**config.mk**
```make
export PLATFORM = sky130hd
export DESIGN_NAME = csrb_command_status_bank
export DESIGN_NICKNAME = d
export VERILOG_FILES = /design/src/logic/csrb_command_status_bank.v
export VERILOG_INCLUDE_DIRS = /design/src /design/src/logic
export SDC_FILE = /design/constraint.sdc
export NUM_CORES = 1
export LEC_CHECK = 0
export BUFFER_PORTS_ARGS = -buffer_cell sky130_fd_sc_hd__buf_2
export CELL_PAD_IN_SITES_DETAIL_PLACEMENT = 0
export CELL_PAD_IN_SITES_GLOBAL_PLACEMENT = 1
export CORE_MARGIN = 2
export CORE_UTILIZATION = 38
export DETAILED_ROUTE_END_ITERATION = 10
export HOLD_SLACK_MARGIN = 0.02
export PLACE_DENSITY_LB_ADDON = 0.15
export SYNTH_ARGS = -nofsm -noshare
export SYNTH_HDL_FRONTEND = slang
export SYNTH_SLANG_ARGS = --single-unit
export TNS_END_PERCENT = 1
```
**constraint.sdc**
```tcl
create_clock -name clk -period 4.23 [get_ports clk]
set_input_delay 0.2115 -clock clk [delete_from_list [all_inputs] [get_ports clk]]
set_output_delay 0.2115 -clock clk [all_outputs]
set_load 0.02 [all_outputs]
```
**src/logic/csrb_defs.vh**
```
`ifndef CSRB_DEFS_VH
`define CSRB_DEFS_VH
// register indices; byte address is four times the index
`define CSRB_IDX_CMD_STAT 6'h1B
`define CSRB_IDX_SYS_STAT 6'h1C
`define CSRB_IDX_FEATURE 6'h1D
`define CSRB_IDX_PART 6'h1E
`define CSRB_IDX_OFC0 6'h22
// command status bit positions
`define CSRB_CMD_FUSE_UNCORR 7
`define CSRB_CMD_FUSE_CORR 6
`define CSRB_CMD_CONT_READ 5
`define CSRB_CMD_QUEUE_READ 4
`define CSRB_CMD_CAL 3
`define CSRB_CMD_SINGLE_READ 2
`define CSRB_CMD_REG_WRITE 1
`define CSRB_CMD_REG_READ 0
// system status bit positions
`define CSRB_SYS_UNLOCKED 7
`define CSRB_SYS_LOCKED 6
`define CSRB_SYS_STOP_CONT 5
`define CSRB_SYS_CONT 4
`define CSRB_SYS_STOPPED 3
`define CSRB_SYS_STARTED 2
`define CSRB_SYS_AWAKE 1
`define CSRB_SYS_STANDBY 0
// reset values
`define CSRB_CMD_RESET 6'h00
`define CSRB_LOCKED_RESET 1'b0
`define CSRB_SYS_LOW_RESET 6'h12
`define CSRB_OFC0_RESET 8'h00
// field position of the part register
`define CSRB_PART_LSB 4
`define CSRB_AXI_OKAY 2'h0
`define CSRB_AXI_SLVERR 2'h2
`endif

```
**src/logic/csrb_command_status_bank.v**
```verilog
// Implementation choice: the AXI4-Lite slave port.
`timescale 1ns/1ps
`include "csrb_defs.vh"
module csrb_command_status_bank #(
   parameter [5:0] FEATURE_SET = 6'h00,
   // arbitrary neutral value
   parameter [3:0] PART_CODE = 4'hA
) (
   // clock and reset
   input wire clk,
   input wire rst,
   // command executed pulses, same clock domain
   input wire continuous_read_command,
   input wire stop_continuous_read_command,
   input wire queue_read_command,
   input wire register_write_command,
   input wire register_read_command,
   input wire offset_calibrate_command,
   input wire single_read_command,
   input wire lock_command,
   input wire unlock_command,
   input wire start_command,
   input wire stop_command,
   input wire standby_command,
   input wire wakeup_command,
   // asynchronous inputs
   input wire start_pin,
   input wire fuse_uncorrectable_flag,
   input wire fuse_correctable_flag,
   // offset value to datapath
   output reg [7:0] offset_cal_value,
   // axi4-lite write address
   input wire [7:0] s_axi_awaddr,
   input wire s_axi_awvalid,
   output wire s_axi_awready,
   // axi4-lite write data
   input wire [31:0] s_axi_wdata,
   input wire [3:0] s_axi_wstrb,
   input wire s_axi_wvalid,
   output wire s_axi_wready,
   // axi4-lite write response
   output reg [1:0] s_axi_bresp,
   output reg s_axi_bvalid,
   input wire s_axi_bready,
   // axi4-lite read address
   input wire [7:0] s_axi_araddr,
   input wire s_axi_arvalid,
   output wire s_axi_arready,
   // axi4-lite read data
   output reg [31:0] s_axi_rdata,
   output reg [1:0] s_axi_rresp,
   output reg s_axi_rvalid,
   input wire s_axi_rready
);
   reg [1:0] fuse_meta;
   reg [1:0] fuse_sync;
   reg pin_meta;
   reg pin_sync;
   reg start_pin_prev;
   reg [5:0] cmd_flags;
   reg locked;
   reg [5:0] sys_low;
   reg [5:0] next_sys_low;
   reg aw_held;
   reg [7:0] aw_addr;
   reg w_held;
   reg [7:0] w_byte;
   reg w_lane;
   reg [7:0] rd_byte;
   wire start_event;
   wire [5:0] cmd_events;
   wire [7:0] cmd_status;
   wire [7:0] sys_status;
   wire [7:0] feature_value;
   wire [7:0] part_value;
   wire do_write;
   wire wr_aligned;
   wire wr_sel_cmd;
   wire wr_sel_sys;
   wire wr_sel_feature;
   wire wr_sel_part;
   wire wr_sel_ofc0;
   wire wr_hit;
   wire ofc0_load;
   wire rd_aligned;
   wire rd_sel_cmd;
   wire rd_sel_sys;
   wire rd_sel_feature;
   wire rd_sel_part;
   wire rd_sel_ofc0;
   wire rd_hit;
   wire rd_take;

   // fuse levels pass two flops; first stage read only by the second
   always @(posedge clk or posedge rst) begin
      if (rst) begin
         fuse_meta <= 2'b00;
         fuse_sync <= 2'b00;
      end else begin
         fuse_meta <= {fuse_uncorrectable_flag, fuse_correctable_flag};
         fuse_sync <= fuse_meta;
      end
   end

   // start pin: same two flops, then one more to find the edge
   always @(posedge clk or posedge rst) begin
      if (rst) begin
         pin_meta <= 1'b0;
         pin_sync <= 1'b0;
         start_pin_prev <= 1'b0;
      end else begin
         pin_meta <= start_pin;
         pin_sync <= pin_meta;
         start_pin_prev <= pin_sync;
      end
   end

   // rising edge counts as a start event; a held level is one event
   assign start_event = pin_sync & ~start_pin_prev;

   assign cmd_events = {continuous_read_command, queue_read_command, offset_calibrate_command,
                        single_read_command, register_write_command, register_read_command};

   // sticky executed flags, no clear path but reset
   genvar gi;
   generate
      for (gi = 0; gi < 6; gi = gi + 1) begin : g_cmd
         always @(posedge clk or posedge rst) begin
            if (rst) begin
               cmd_flags[gi] <= 1'b0;
            end else if (cmd_events[gi]) begin
               cmd_flags[gi] <= 1'b1;
            end
         end
      end
   endgenerate

   // fuse bits follow the synchronised flags
   assign cmd_status = {fuse_sync[1], fuse_sync[0], cmd_flags};
   // bits 5:0 from cmd_flags

   // mode bits; when both set and clear arrive, set wins
   always @* begin
      next_sys_low = sys_low;
      if (continuous_read_command) begin
         next_sys_low[`CSRB_SYS_STOP_CONT] = 1'b0;
      end
      if (stop_continuous_read_command) begin
         next_sys_low[`CSRB_SYS_STOP_CONT] = 1'b1;
      end
      if (stop_continuous_read_command) begin
         next_sys_low[`CSRB_SYS_CONT] = 1'b0;
      end
      if (continuous_read_command) begin
         next_sys_low[`CSRB_SYS_CONT] = 1'b1;
      end
      if (start_command | start_event) begin
         next_sys_low[`CSRB_SYS_STOPPED] = 1'b0;
      end
      if (stop_command) begin
         next_sys_low[`CSRB_SYS_STOPPED] = 1'b1;
      end
      if (start_command | start_event) begin
         next_sys_low[`CSRB_SYS_STARTED] = 1'b1;
      end
      if (standby_command) begin
         next_sys_low[`CSRB_SYS_AWAKE] = 1'b0;
      end
      if (wakeup_command) begin
         next_sys_low[`CSRB_SYS_AWAKE] = 1'b1;
      end
      if (wakeup_command) begin
         next_sys_low[`CSRB_SYS_STANDBY] = 1'b0;
      end
      if (standby_command) begin
         next_sys_low[`CSRB_SYS_STANDBY] = 1'b1;
      end
   end

   always @(posedge clk or posedge rst) begin
      if (rst) begin
         sys_low <= `CSRB_SYS_LOW_RESET;
      end else begin
         sys_low <= next_sys_low;
      end
   end

   // lock wins over unlock when both arrive together
   always @(posedge clk or posedge rst) begin
      if (rst) begin
         locked <= `CSRB_LOCKED_RESET;
      end else if (lock_command) begin
         locked <= 1'b1;
      end else if (unlock_command) begin
         locked <= 1'b0;
      end
   end

   // one flop drives both, so they can never disagree
   assign sys_status = {~locked, locked, sys_low};

   // fixed identification fields; upper feature bits are reserved zero
   assign feature_value = {2'b00, FEATURE_SET};
   assign part_value = {PART_CODE, 4'h0};

   // selects from the held write address; unaligned addresses select nothing
   assign wr_aligned = (aw_addr[1:0] == 2'b00);
   assign wr_sel_cmd = wr_aligned & (aw_addr[7:2] == `CSRB_IDX_CMD_STAT);
   assign wr_sel_sys = wr_aligned & (aw_addr[7:2] == `CSRB_IDX_SYS_STAT);
   assign wr_sel_feature = wr_aligned & (aw_addr[7:2] == `CSRB_IDX_FEATURE);
   assign wr_sel_part = wr_aligned & (aw_addr[7:2] == `CSRB_IDX_PART);
   assign wr_sel_ofc0 = wr_aligned & (aw_addr[7:2] == `CSRB_IDX_OFC0);
   // read-only registers accept writes with okay and keep their value
   assign wr_hit = wr_sel_cmd | wr_sel_sys | wr_sel_feature | wr_sel_part | wr_sel_ofc0;
   assign ofc0_load = do_write & wr_sel_ofc0 & w_lane;

   // write channel: address and data taken in either order
   assign s_axi_awready = ~aw_held & ~s_axi_bvalid;
   assign s_axi_wready = ~w_held & ~s_axi_bvalid;
   assign do_write = aw_held & w_held & ~s_axi_bvalid;

   // write address holder; a take and a release never meet in one cycle
   always @(posedge clk or posedge rst) begin
      if (rst) begin
         aw_held <= 1'b0;
         aw_addr <= 8'h00;
      end else if (s_axi_awvalid & s_axi_awready) begin
         aw_held <= 1'b1;
         aw_addr <= s_axi_awaddr;
      end else if (do_write) begin
         aw_held <= 1'b0;
      end
   end

   // write data holder; only lane 0 matters to an 8-bit register
   always @(posedge clk or posedge rst) begin
      if (rst) begin
         w_held <= 1'b0;
         w_byte <= 8'h00;
         w_lane <= 1'b0;
      end else if (s_axi_wvalid & s_axi_wready) begin
         w_held <= 1'b1;
         w_byte <= s_axi_wdata[7:0];
         w_lane <= s_axi_wstrb[0];
      end else if (do_write) begin
         w_held <= 1'b0;
      end
   end

   // response stands until the master takes it
   always @(posedge clk or posedge rst) begin
      if (rst) begin
         s_axi_bvalid <= 1'b0;
         s_axi_bresp <= `CSRB_AXI_OKAY;
      end else if (do_write) begin
         s_axi_bvalid <= 1'b1;
         s_axi_bresp <= wr_hit ? `CSRB_AXI_OKAY : `CSRB_AXI_SLVERR;
      end else if (s_axi_bvalid & s_axi_bready) begin
         s_axi_bvalid <= 1'b0;
      end
   end

   // other strobes leave the byte alone, so a stray wide write is harmless
   always @(posedge clk or posedge rst) begin
      if (rst) begin
         offset_cal_value <= `CSRB_OFC0_RESET;
      end else if (ofc0_load) begin
         offset_cal_value <= w_byte;
      end
   end

   // read selects straight from the offered address
   assign rd_aligned = (s_axi_araddr[1:0] == 2'b00);
   assign rd_sel_cmd = rd_aligned & (s_axi_araddr[7:2] == `CSRB_IDX_CMD_STAT);
   assign rd_sel_sys = rd_aligned & (s_axi_araddr[7:2] == `CSRB_IDX_SYS_STAT);
   assign rd_sel_feature = rd_aligned & (s_axi_araddr[7:2] == `CSRB_IDX_FEATURE);
   assign rd_sel_part = rd_aligned & (s_axi_araddr[7:2] == `CSRB_IDX_PART);
   assign rd_sel_ofc0 = rd_aligned & (s_axi_araddr[7:2] == `CSRB_IDX_OFC0);
   assign rd_hit = rd_sel_cmd | rd_sel_sys | rd_sel_feature | rd_sel_part | rd_sel_ofc0;

   // selects are one-hot, so the chain order does not matter
   always @* begin
      rd_byte = 8'h00;
      if (rd_sel_cmd) begin
         rd_byte = cmd_status;
      end else if (rd_sel_sys) begin
         rd_byte = sys_status;
      end else if (rd_sel_feature) begin
         rd_byte = feature_value;
      end else if (rd_sel_part) begin
         rd_byte = part_value;
      end else if (rd_sel_ofc0) begin
         rd_byte = offset_cal_value;
      end
   end

   assign s_axi_arready = ~s_axi_rvalid;
   assign rd_take = s_axi_arvalid & s_axi_arready;

   // read answer stands until the master takes it
   always @(posedge clk or posedge rst) begin
      if (rst) begin
         s_axi_rvalid <= 1'b0;
      end else if (rd_take) begin
         s_axi_rvalid <= 1'b1;
      end else if (s_axi_rvalid & s_axi_rready) begin
         s_axi_rvalid <= 1'b0;
      end
   end

   // data is a snapshot at the take; later status changes wait for the next read
   always @(posedge clk or posedge rst) begin
      if (rst) begin
         s_axi_rdata <= 32'h00000000;
         s_axi_rresp <= `CSRB_AXI_OKAY;
      end else if (rd_take) begin
         s_axi_rdata <= {24'h000000, rd_byte};
         s_axi_rresp <= rd_hit ? `CSRB_AXI_OKAY : `CSRB_AXI_SLVERR;
      end
   end
endmodule

```
# ---- Word level (Yosys, flattened, before mapping)
# Cells that the tools add are included.
dict set report word_totals {
  regBits 61
  out_inout_bits 49
  in_bits 75
  wordCells 110
}
dict set report op_classes {
  eq_ne 10
  mux 26
  bitwise_logic 37
  n_reduce_logical 10
}
# op n
set ops {}
lappend ops {{equality test 6 x 5 -> 1 bit (second input constant)} 8}
lappend ops {{two-way mux 8 bit} 5}
lappend ops {{AND 1 bit} 22}
lappend ops {{two-way mux 1 bit} 19}
lappend ops {{nonzero test 2 bit} 8}
lappend ops {{equality test 6 bit (second input constant)} 2}
lappend ops {{bitwise OR 1 bit} 9}
lappend ops {{NOT 1 bit} 6}
lappend ops {{logical NOT 2 bit} 2}
lappend ops {{two-way mux 2 bit} 2}

# ---- Longest topological paths before layout
# Gate-level depths: netlist of the first run.
dict set report depth {
  depth_word 7
  depth_mapped 5
  mapped_depth_nobuf 4
}

# ---- Worst setup path before layout of the first run
# OpenSTA, ideal clock, no wires.
dict set report synth_path {
  path_kind {register to register}
  startpoint {reg s_axi_bvalid}
  endpoint {reg w_byte[0]}
  path_buffers 1
  arrival_time_ns 1.523
  setup_ns 0.125
  path_stages_with_launch 5
  period_less_slack_ns 1.648
  required_ns 4.105
  setup_slack_ns 2.582
  path_cell_list {dfrtp_1 > nor2_1 > and2_1 > buf_2 > mux2_2}
}
dict set report synth_between {
  elab_chain_cells 3
}
# element line_no
set synth_lines {}
lappend synth_lines {{from (decl)} csrb_command_status_bank.v:43} ;# output reg s_axi_bvalid,
lappend synth_lines {{from (signal assigned)} csrb_command_status_bank.v:253} ;# s_axi_bvalid <= 1'b0;
lappend synth_lines {{from (signal assigned)} csrb_command_status_bank.v:256} ;# s_axi_bvalid <= 1'b1;
lappend synth_lines {{from (signal assigned)} csrb_command_status_bank.v:259} ;# s_axi_bvalid <= 1'b0;
lappend synth_lines {{NOT 1 bit} csrb_command_status_bank.v:219} ;# assign s_axi_wready = ~w_held & ~s_axi_bvalid;
lappend synth_lines {{AND 1 bit} csrb_command_status_bank.v:219}
lappend synth_lines {{via s_axi_wready} csrb_command_status_bank.v:40} ;# output wire s_axi_wready,
lappend synth_lines {{AND 1 bit} csrb_command_status_bank.v:241} ;# end else if (s_axi_wvalid & s_axi_wready) begin
lappend synth_lines {{to (signal assigned)} csrb_command_status_bank.v:243} ;# w_byte <= s_axi_wdata[7:0];
lappend synth_lines {{to (decl)} csrb_command_status_bank.v:67} ;# reg [7:0] w_byte;
# The timed path passes the listed nets, and every way through them passes these cells.
# A chain may end at the register's enable or synchronous reset.

# ---- Final worst setup path of the first run
dict set report layout_path {
  startpoint {reg s_axi_rvalid}
  endpoint {reg s_axi_rdata[7]}
}
dict set report layout_between {
  elab_chain_cells 2
}
# element line_no
set layout_lines {}
lappend layout_lines {{from (decl)} csrb_command_status_bank.v:52} ;# output reg s_axi_rvalid,
lappend layout_lines {{from (signal assigned)} csrb_command_status_bank.v:303} ;# s_axi_rvalid <= 1'b0;
lappend layout_lines {{from (signal assigned)} csrb_command_status_bank.v:305} ;# s_axi_rvalid <= 1'b1;
lappend layout_lines {{from (signal assigned)} csrb_command_status_bank.v:307} ;# s_axi_rvalid <= 1'b0;
lappend layout_lines {{NOT 1 bit} csrb_command_status_bank.v:297} ;# assign s_axi_arready = ~s_axi_rvalid;
lappend layout_lines {{AND 1 bit} csrb_command_status_bank.v:298} ;# assign rd_take = s_axi_arvalid & s_axi_arready;
lappend layout_lines {{to (signal assigned)} csrb_command_status_bank.v:317} ;# s_axi_rdata <= {24'h000000, rd_byte};
lappend layout_lines {{to (decl)} csrb_command_status_bank.v:50} ;# output reg [31:0] s_axi_rdata,
# Every way passes these cells.

==> results of run 1 <==
## layout by cell type, fill, tap and decap left out, types with 4 or more instances in the layout
master	synthesis	final
o21ai_1	6	6
a21oi_1	4	4
nor2_1	7	7
o21ai_0	6	6
mux2_2	25	25
buf_2	3	70
or2_2	5	5
clkbuf_8	0	9
a22oi_1	11	11
conb_1	1	26
nand2_1	5	5
a21o_1	5	5
dfrtp_1	57	57
inv_1	12	11
## path summary, 6_finish.rpt
check,start,endpoint,slack (ns),cells after the start
worst max-delay path,s_axi_rvalid,s_axi_rdata[7],2.59,4
worst min-delay path,lock_command,locked,0.04,2
worst max register to register,s_axi_rvalid,s_axi_rdata[7],2.59,4
worst min register to register,fuse_meta[0],fuse_sync[0],0.35,0
max in group asynchronous,rst,aw_addr[7],3.66,3
min in group asynchronous,rst,w_byte[3],0.08,3
## routing by layer
layer	track usage, %	vias up	share of wire [%]
li1	-	840	-
met1	19.0	834	46
met2	20.3	67	45
met3	4.45	11	7.0
met4	7.67	0	2.4
met5	0	-	0
## timing repair
| item | CTS | global route |
|---|---|---|
| hold buffers | 3 | 0 |
| hold endpoints to repair | 3 | 0 |
| setup buffers | 0 | 0 |
## logic make-up after synthesis
group                  Yosys count
flip-flops                      59
AO/OA/AOI/OAI                   44
buffers and inverters           41
AND/OR/NAND/NOR                 37
multiplexers                    25
XOR/XNOR                         1
other                            1
## critical path, stage by stage (launching register included)
cell and delay [ns]:
dfrtp_1 0.40, nand2b_1 0.39, nor4_4 0.54, a22oi_1 0.13, o31ai_1 0.09
## power groups by stage
stage                     combinational [mW]  clock [mW]  sequential [mW]
after CTS                              0.365       0.499            0.783
after global placement                 0.356           0            0.787
after floorplan                        0.271           0            0.792
after global routing                   0.393       0.525            0.797
after detailed placement               0.365           0            0.790
final                                  0.358       0.488            0.779
## stage by stage
| step | utilization [%] | instances | power, mW |
|---|---|---|---|
| after floorplan | - | 233 | 1.06 |
| after global placement | 44.0 | 355 | 1.14 |
| after detailed placement | 44.0 | 355 | 1.15 |
| after CTS | 47.1 | 373 | 1.65 |
| after global routing | 47.1 | 373 | 1.72 |
| final | 47.1 | 373 | 1.63 |
## sequential cells by signal (all words and copies together) (netlist names), 2 cells and up
| signal | flops |
|---|---|
| fuse_meta | 2 |
| w_byte | 8 |
| cmd_flags | 6 |
| s_axi_rdata | 8 |
| aw_addr | 8 |
| fuse_sync | 2 |
| sys_low | 6 |
| offset_cal_value | 8 |
## cell type report
class	count	area [µm²]	area share (%)
clock buffers	10	128	4.03
clock inverters	5	55.1	1.74
flip-flops and latches	59	1480	46.7
inverters	12	45.0	1.42
multi-input cells	133	972	30.7
well taps	80	100	3.16
repair buffers	74	388	12.2
==> impl_metrics.ini, run 1 <==
[sta]
timing.hold.ws_ns = 0.0447
setup_viol = 0
drv_slew = 0
skew_ns = 0.00797
fin_crit_sh_pct = 38.7
max_slew_margin_pct = 50.7
tns_ns = 0
finalHoldViolCount = 0
rsz0062_at_grt = false
worst_slew_pin_slew_ns = 0.739
fin_crit_ns = 1.64
setup_slack_ns = 2.59
fmax_mhz = 611

[synthesis]
synth-xor-area-share_pct = 0.335
ys_types = 40
synthCells = 208
yosysMostFrequentCell = dfrtp_1
ys_seq_elements = 59
synth_area_leaders = dfrtp_1 55%, mux2_2 11%, buf_4 7.5%
synth-compound-area-share_pct = 11.6
synth_top_family_by_area = compound AO/OA/AOI/OAI gates
synthSimpleGateAreaFrac_pct = 10.8
ys.flop_type = dfrtp_1
synth.area.mux_share_pct = 10.8
synth_fa_ha_area_share_pct = 0
synthArstFlopShare_pct = 100
yosysWarnings = 0
syn_area_per_cell_um2 = 12.6
synth_area_um2 = 2610
synth_edf_count = 0
synth_top_area_share_pct = 54.6
synth.yosys.seq_area_share_pct = 56.6
yosysTopAreaCell = dfrtp_1
synthTopCellsByCount = 57 x dfrtp_1, 26 x buf_4, 25 x mux2_2, 12 x inv_1, 11 x a22oi_1

[setup_path]
crit_fanout = 12
arrival_ns = 1.88
crit_type = flip-flop to flip-flop
start_kind = flip-flop
cp.required_ns = 4.47
end_kind = flip-flop

[run_status]
status = finished, final reports clean

[clocking]
insertion_delay_ns = 0.34
numCtsBuffers = 9
cts_buffer_depth = 2
cts-root-buf = clkbuf_8
htreeDepth = 3
cts_resized = 0
cts_tree = built
cts_sinks = 59
clk_pin_slew_ns = 0.07

[floorplan]
die_h_um = 86.9
die_area_um2 = 7550
start_util_pct = 38.9
die_x_um = 86.9
core-area_um2 = 6720
pin_count = 124
rows = 30

[detailed_routing]
vias = 1752
routedWlPerCell_um = 13.6
vias_per_cell = 4.70
drc_errors = 0
wl_um = 5060
firstDrtPassIters = 5
dr.first_iter.drc_count = 66
ant_nets = 0

[worst_hold_path]
hold_path_class = input port to flip-flop

[grt]
grt_max_degree = 60
antenna_found_initial = 0
grtUsageTotal_pct = 14.2
grt_pass1_vias = 1679
overflow = 0
grt_pass1_wl_um = 8060

[run]
drv_cap = 0

[power]
p_per_area_nw_per_um2 = 513
power.internal_mw = 1.13
switching_share_pct = 30.5
pwr-share-comb_pct = 22.0
power_frac_clock_pct = 30.0
switching_power_mw = 0.496
leakage_nw = 1.55
seqPwrFrac_pct = 47.9
ir_worst_vdd_uv = 320

[place]
dp_hpwl_um = 3680
port_buffers = 70
place_ws_ns = 2.62
place_congestion = 0.733
placed_area_um2 = 2950

[cells_and_area]
antennaDiodeCount = 0
drive_above_1_share_pct = 43.0
finish.instance_area_um2 = 3170
fin_nets = 364
area.growth.synth_to_final_pct = 21.2
nFillCells = 665
No activity file was read; power rests on OpenSTA's default activity.
==> inputs of run 2 (changes only) <==
--- a/config.mk
+++ b/config.mk
@@ -10,7 +10,7 @@
 export CELL_PAD_IN_SITES_DETAIL_PLACEMENT = 0
 export CELL_PAD_IN_SITES_GLOBAL_PLACEMENT = 1
 export CORE_MARGIN = 2
-export CORE_UTILIZATION = 38
+export CORE_UTILIZATION = 31
 export DETAILED_ROUTE_END_ITERATION = 10
 export HOLD_SLACK_MARGIN = 0.02
 export PLACE_DENSITY_LB_ADDON = 0.15
==> constraint.sdc (replaced) <==
create_clock -name clk -period 1.4 [get_ports clk]
set_input_delay 0.07 -clock clk [delete_from_list [all_inputs] [get_ports clk]]
set_output_delay 0.07 -clock clk [all_outputs]
set_load 0.02 [all_outputs]
==> run 2 against run 1 <==
Net effect:
- the run now ends with setup timing left
- critical endpoint is now offset_cal_value[6]
- highest routed layer unchanged
- final area grew 19%
- cell count grew 20%
- first-iteration DRC count grew 27%
- critical path depth shrank 1
==> impl_metrics.ini, run 2 (synthesis gave the netlist of run 1 again) <==
[run_status]
status = finished with violations
failed_checks = setup timing

[clocking]
cts_buffer_depth = 2
clk_pin_slew_ns = 0.07
cts_sinks = 59
cts-root-buf = clkbuf_8
cts_setup_buffers = 0
insertion_delay_ns = 0.33
numCtsBuffers = 9
htreeDepth = 3
cts_tree = built

[cells_and_area]
regArea_um2 = 1480
fin_nets = 414
final_common_cell = buf_2
nFillCells = 807
area.growth.synth_to_final_pct = 44.5
finish.instance_area_um2 = 3770
drive_above_1_share_pct = 42.4
fin_cells = 449
antennaDiodeCount = 0
multi_input_area_um2 = 995
final_cell_mix = 70 x buf_2, 56 x dfrtp_1, 39 x dlygate4sd3_1

[place]
port_buffers = 70
place_congestion = 0.719
dp_hpwl_um = 4180
place_inst = 394
placed_area_um2 = 3160

[sta]
finalHoldViolCount = 0
rsz0062_at_grt = true
setup_viol = 8
skew_ns = 0.00551
setup_slack_ns = -0.0393
fmax_mhz = 695
tns_ns = -0.261
fin_crit_ns = 1.44
fin_crit_sh_pct = 103
timing.hold.ws_ns = 0.0444
drv_slew = 0

[floorplan]
pin_count = 124
die_x_um = 95.8
rows = 33
die_h_um = 95.8
die_area_um2 = 9180
core-area_um2 = 8180
start_util_pct = 32.0

[detailed_routing]
drc_errors = 0
routedWlPerCell_um = 12.7
ant_nets = 0
vias_per_cell = 4.35
vias = 1954
wl_um = 5690
firstDrtPassIters = 4
dr.first_iter.drc_count = 84

[grt]
overflow = 0
grt_pass1_vias = 1982
grt_pass1_wl_um = 9470
grtUsageTotal_pct = 13.7
antenna_found_initial = 0
grt_max_degree = 23

[run]
drv_cap = 0

[setup_path]
reg2reg_from = aw_addr[6]
r2r_slack_ns = -0.04
rr_worst_depth = 3
r2r-end = offset_cal_value[6]
crit_type = flip-flop to flip-flop
cp.required_ns = 1.62
start_kind = flip-flop
end_kind = flip-flop
crit_fanout = 8
arrival_ns = 1.66

[power]
p_per_area_nw_per_um2 = 1460
leakage_nw = 1.80
total_power_mw = 5.52
ir_worst_vdd_uv = 907

[worst_hold_path]
hold_path_class = input port to flip-flop
hold_end = s_axi_rdata[7]
hold_depth = 4
hold_path.startpoint = s_axi_araddr[0]
-- run 2: power breakdown --
group	internal, mW	leakage (nW)	switching (mW)
Clock	0.994	0.101	0.702
Sequential	2.08	0.697	0.280
Combinational	0.820	0.998	0.639
-- run 2: how the worst max path moves through the flow --
stage / from / end / slack [ns]
after global routing: aw_addr[6] / offset_cal_value[5] / -0.14
after CTS: aw_addr[6] / offset_cal_value[6] / -0.06
after detailed placement: s_axi_bvalid / offset_cal_value[4] / -0.06
after floorplan: s_axi_bvalid / w_byte[0] / -0.11
final: aw_addr[6] / offset_cal_value[6] / -0.04
after global placement: s_axi_bvalid / offset_cal_value[0] / -0.05
-- run 2: area by class of cell --
type	instances	area share, %
Sequential cell	59	39.2
Multi-Input combinational cell	133	26.4
Timing Repair Buffer	124	23.9
Tap cell	105	3.48
Clock buffer	9	3.28
Clock inverter	7	2.45
Inverter	12	1.29
-- run 2: layer usage --
| metal | track usage (%) | up-vias | share of wire (%) |
|---|---|---|---|
| met1 | 16.4 | 945 | 44 |
| met3 | 5.25 | 11 | 7.0 |
| met4 | 4.29 | 0 | 1.5 |
| met5 | 0 | - | 0 |
| met2 | 22.8 | 62 | 47 |
| li1 | - | 936 | - |
-- run 2: metrics by stage --
stage | utilization (%) | setup slack, ns
2_1_floorplan | - | -0.114
3_3_place_gp | 38.6 | -0.0516
3_5_place_dp | 38.6 | -0.0634
4_1_cts | 46.1 | -0.0619
5_1_grt | 46.2 | -0.141
6_report | 46.2 | -0.0393
-- run 2: repair_timing --
| action | in CTS | in global routing |
|---|---|---|
| hold buffers | 39 | 0 |
| endpoints found under the setup margin | 8 | 15 |
| gates resized for setup | 1 | 3 |
| pin swaps | 1 | 2 |
| endpoints found under the hold margin | 52 | 0 |
-- run 2: critical path, cell delays in order (launching register included) --
cell	delay, ns
dfrtp_1	0.41
nor4_4	0.35
nand4_4	0.24
mux2_2	0.33
==> inputs of run 3 (changes only) <==
--- a/config.mk
+++ b/config.mk
@@ -14,6 +14,7 @@
 export DETAILED_ROUTE_END_ITERATION = 10
 export HOLD_SLACK_MARGIN = 0.02
 export PLACE_DENSITY_LB_ADDON = 0.15
+export REMOVE_ABC_BUFFERS = 1
 export SYNTH_ARGS = -nofsm -noshare
 export SYNTH_HDL_FRONTEND = slang
 export SYNTH_SLANG_ARGS = --single-unit
==> run 3 against run 2 <==
Net effect:
- the flow still finishes with violations (setup timing)
- wire length decreased by 2.1%
- total power down 0.45%
- non-clock buffer count fell by 1
==> impl_metrics.ini, run 3 (synthesis gave the netlist of run 1 again) <==
[floorplan]
die_area_um2 = 9180
die_h_um = 95.8
start_util_pct = 32.0
pin_count = 124
core-area_um2 = 8180
rows = 33
die_x_um = 95.8

[run_status]
status = finished with violations
failed_checks = setup timing

[clocking]
insertion_delay_ns = 0.34
numCtsBuffers = 9
cts_setup_buffers = 0
htreeDepth = 3
cts_sinks = 59
cts-root-buf = clkbuf_8
clk_pin_slew_ns = 0.07
cts_tree = built
cts_buffer_depth = 2

[sta]
finalHoldViolCount = 0
fin_crit_ns = 1.43
tns_ns = -0.217
drv_slew = 0
rsz0062_at_grt = true
fmax_mhz = 699
setup_slack_ns = -0.0311
skew_ns = 0.0110
setup_viol = 8
fin_crit_sh_pct = 102

[place]
place_congestion = 0.752
place_ws_ns = -0.0545
port_buffers = 70
placed_area_um2 = 3130
dp_hpwl_um = 4090

[cells_and_area]
finish.instance_area_um2 = 3750
area.growth.synth_to_final_pct = 43.7
fin_nets = 413
drive_above_1_share_pct = 41.4
antennaDiodeCount = 0
final_common_cell = buf_2
final_cell_mix = 70 x buf_2, 57 x dfrtp_1, 38 x dlygate4sd3_1

[grt]
grt_pass1_wl_um = 9030
grt_max_degree = 25
overflow = 0
grtUsageTotal_pct = 13.2
antenna_found_initial = 0
grt_pass1_vias = 1853

[run]
drv_cap = 0

[setup_path]
cp.required_ns = 1.62
rr_worst_depth = 3
start_kind = flip-flop
end_kind = flip-flop
arrival_ns = 1.65
crit_fanout = 8
crit_type = flip-flop to flip-flop

[power]
seqPwrFrac_pct = 42.4
switching_power_mw = 1.62
ir_worst_vdd_uv = 874
power.internal_mw = 3.88
power_frac_clock_pct = 31.7
total_power_mw = 5.49
pwr-share-comb_pct = 25.9
leakage_nw = 1.80
p_per_area_nw_per_um2 = 1460
switching_share_pct = 29.4

[detailed_routing]
dr.first_iter.drc_count = 38
ant_nets = 0
vias_per_cell = 4.33
vias = 1939
firstDrtPassIters = 4
routedWlPerCell_um = 12.4
wl_um = 5570
drc_errors = 0

[worst_hold_path]
hold_path_class = input port to flip-flop
hold_depth = 4
-- run 3: cell types whose count changed in the layout (fill, tap and decap cells not counted), sizes merged --
cell,delta
clkinvlp,-2
inv,+2
buf,-1
dlygate4sd3,-1
dlymetal6s4s,+1
-- run 3: final cells by class --
class / instances / area (µm²)
clock buffers: 9 / 124
clock inverters: 7 / 101
fillers: 808 / 4420
inverters: 12 / 45.0
multi-input cells: 133 / 975
flip-flops and latches: 59 / 1480
well taps: 105 / 131
repair buffers: 123 / 898
-- run 3: worst paths after layout --
| kind | slack (ns) | endpoint | from |
|---|---|---|---|
| min in group asynchronous | 0.27 | pin_meta | rst |
| worst min-delay path | 0.04 | s_axi_rdata[7] | s_axi_araddr[0] |
| worst max-delay path | -0.03 | offset_cal_value[3] | aw_addr[6] |
| worst max register to register | -0.03 | offset_cal_value[3] | aw_addr[6] |
| worst min register to register | 0.35 | fuse_sync[1] | fuse_meta[1] |
| max in group asynchronous | 0.59 | sys_low[4] | rst |
-- run 3: routing by layer --
| metal | wire, µm | GRT usage, % | vias up |
|---|---|---|---|
| met3 | 393 | 3.68 | 9 |
| met1 | 2470 | 16.2 | 925 |
| met4 | 111 | 6.79 | 0 |
| li1 | - | - | 939 |
| met2 | 2600 | 21.2 | 66 |
| met5 | 0 | 0 | - |
-- run 3: worst max-delay path: stages, from the launching register on --
cell	delay, ns
dfrtp_1	0.41
nor4_4	0.35
nand4_4	0.24
mux2_2	0.33
-- run 3: power groups by stage --
stage               registers, mW  logic (mW)  clock network, mW
floorplan                    2.39       0.747                  0
global placement             2.36        1.34                  0
detailed placement           2.37        1.35                  0
global route                 2.39        1.56               1.90
finish                       2.33        1.42               1.74
CTS                          2.34        1.44               1.81
-- run 3: what timing repair did --
| item | 4_1_cts | 5_1_grt |
|---|---|---|
| endpoints found under the setup margin | 8 | 14 |
| hold buffers | 39 | 0 |
| pin swaps | 0 | 1 |
| endpoints found under the hold margin | 50 | 0 |
| gates resized for setup | 0 | 2 |
-- run 3: stage by stage --
step | std cells | utilization [%] | hold slack (ns)
finish | 448 | 45.9 | 0.0412
global route | 448 | 45.9 | 0.0744
CTS | 448 | 45.9 | 0.0216
detailed placement | 393 | 38.3 | 0.0860
global placement | 393 | 38.3 | 0.0878
floorplan | 204 | - | 0.101
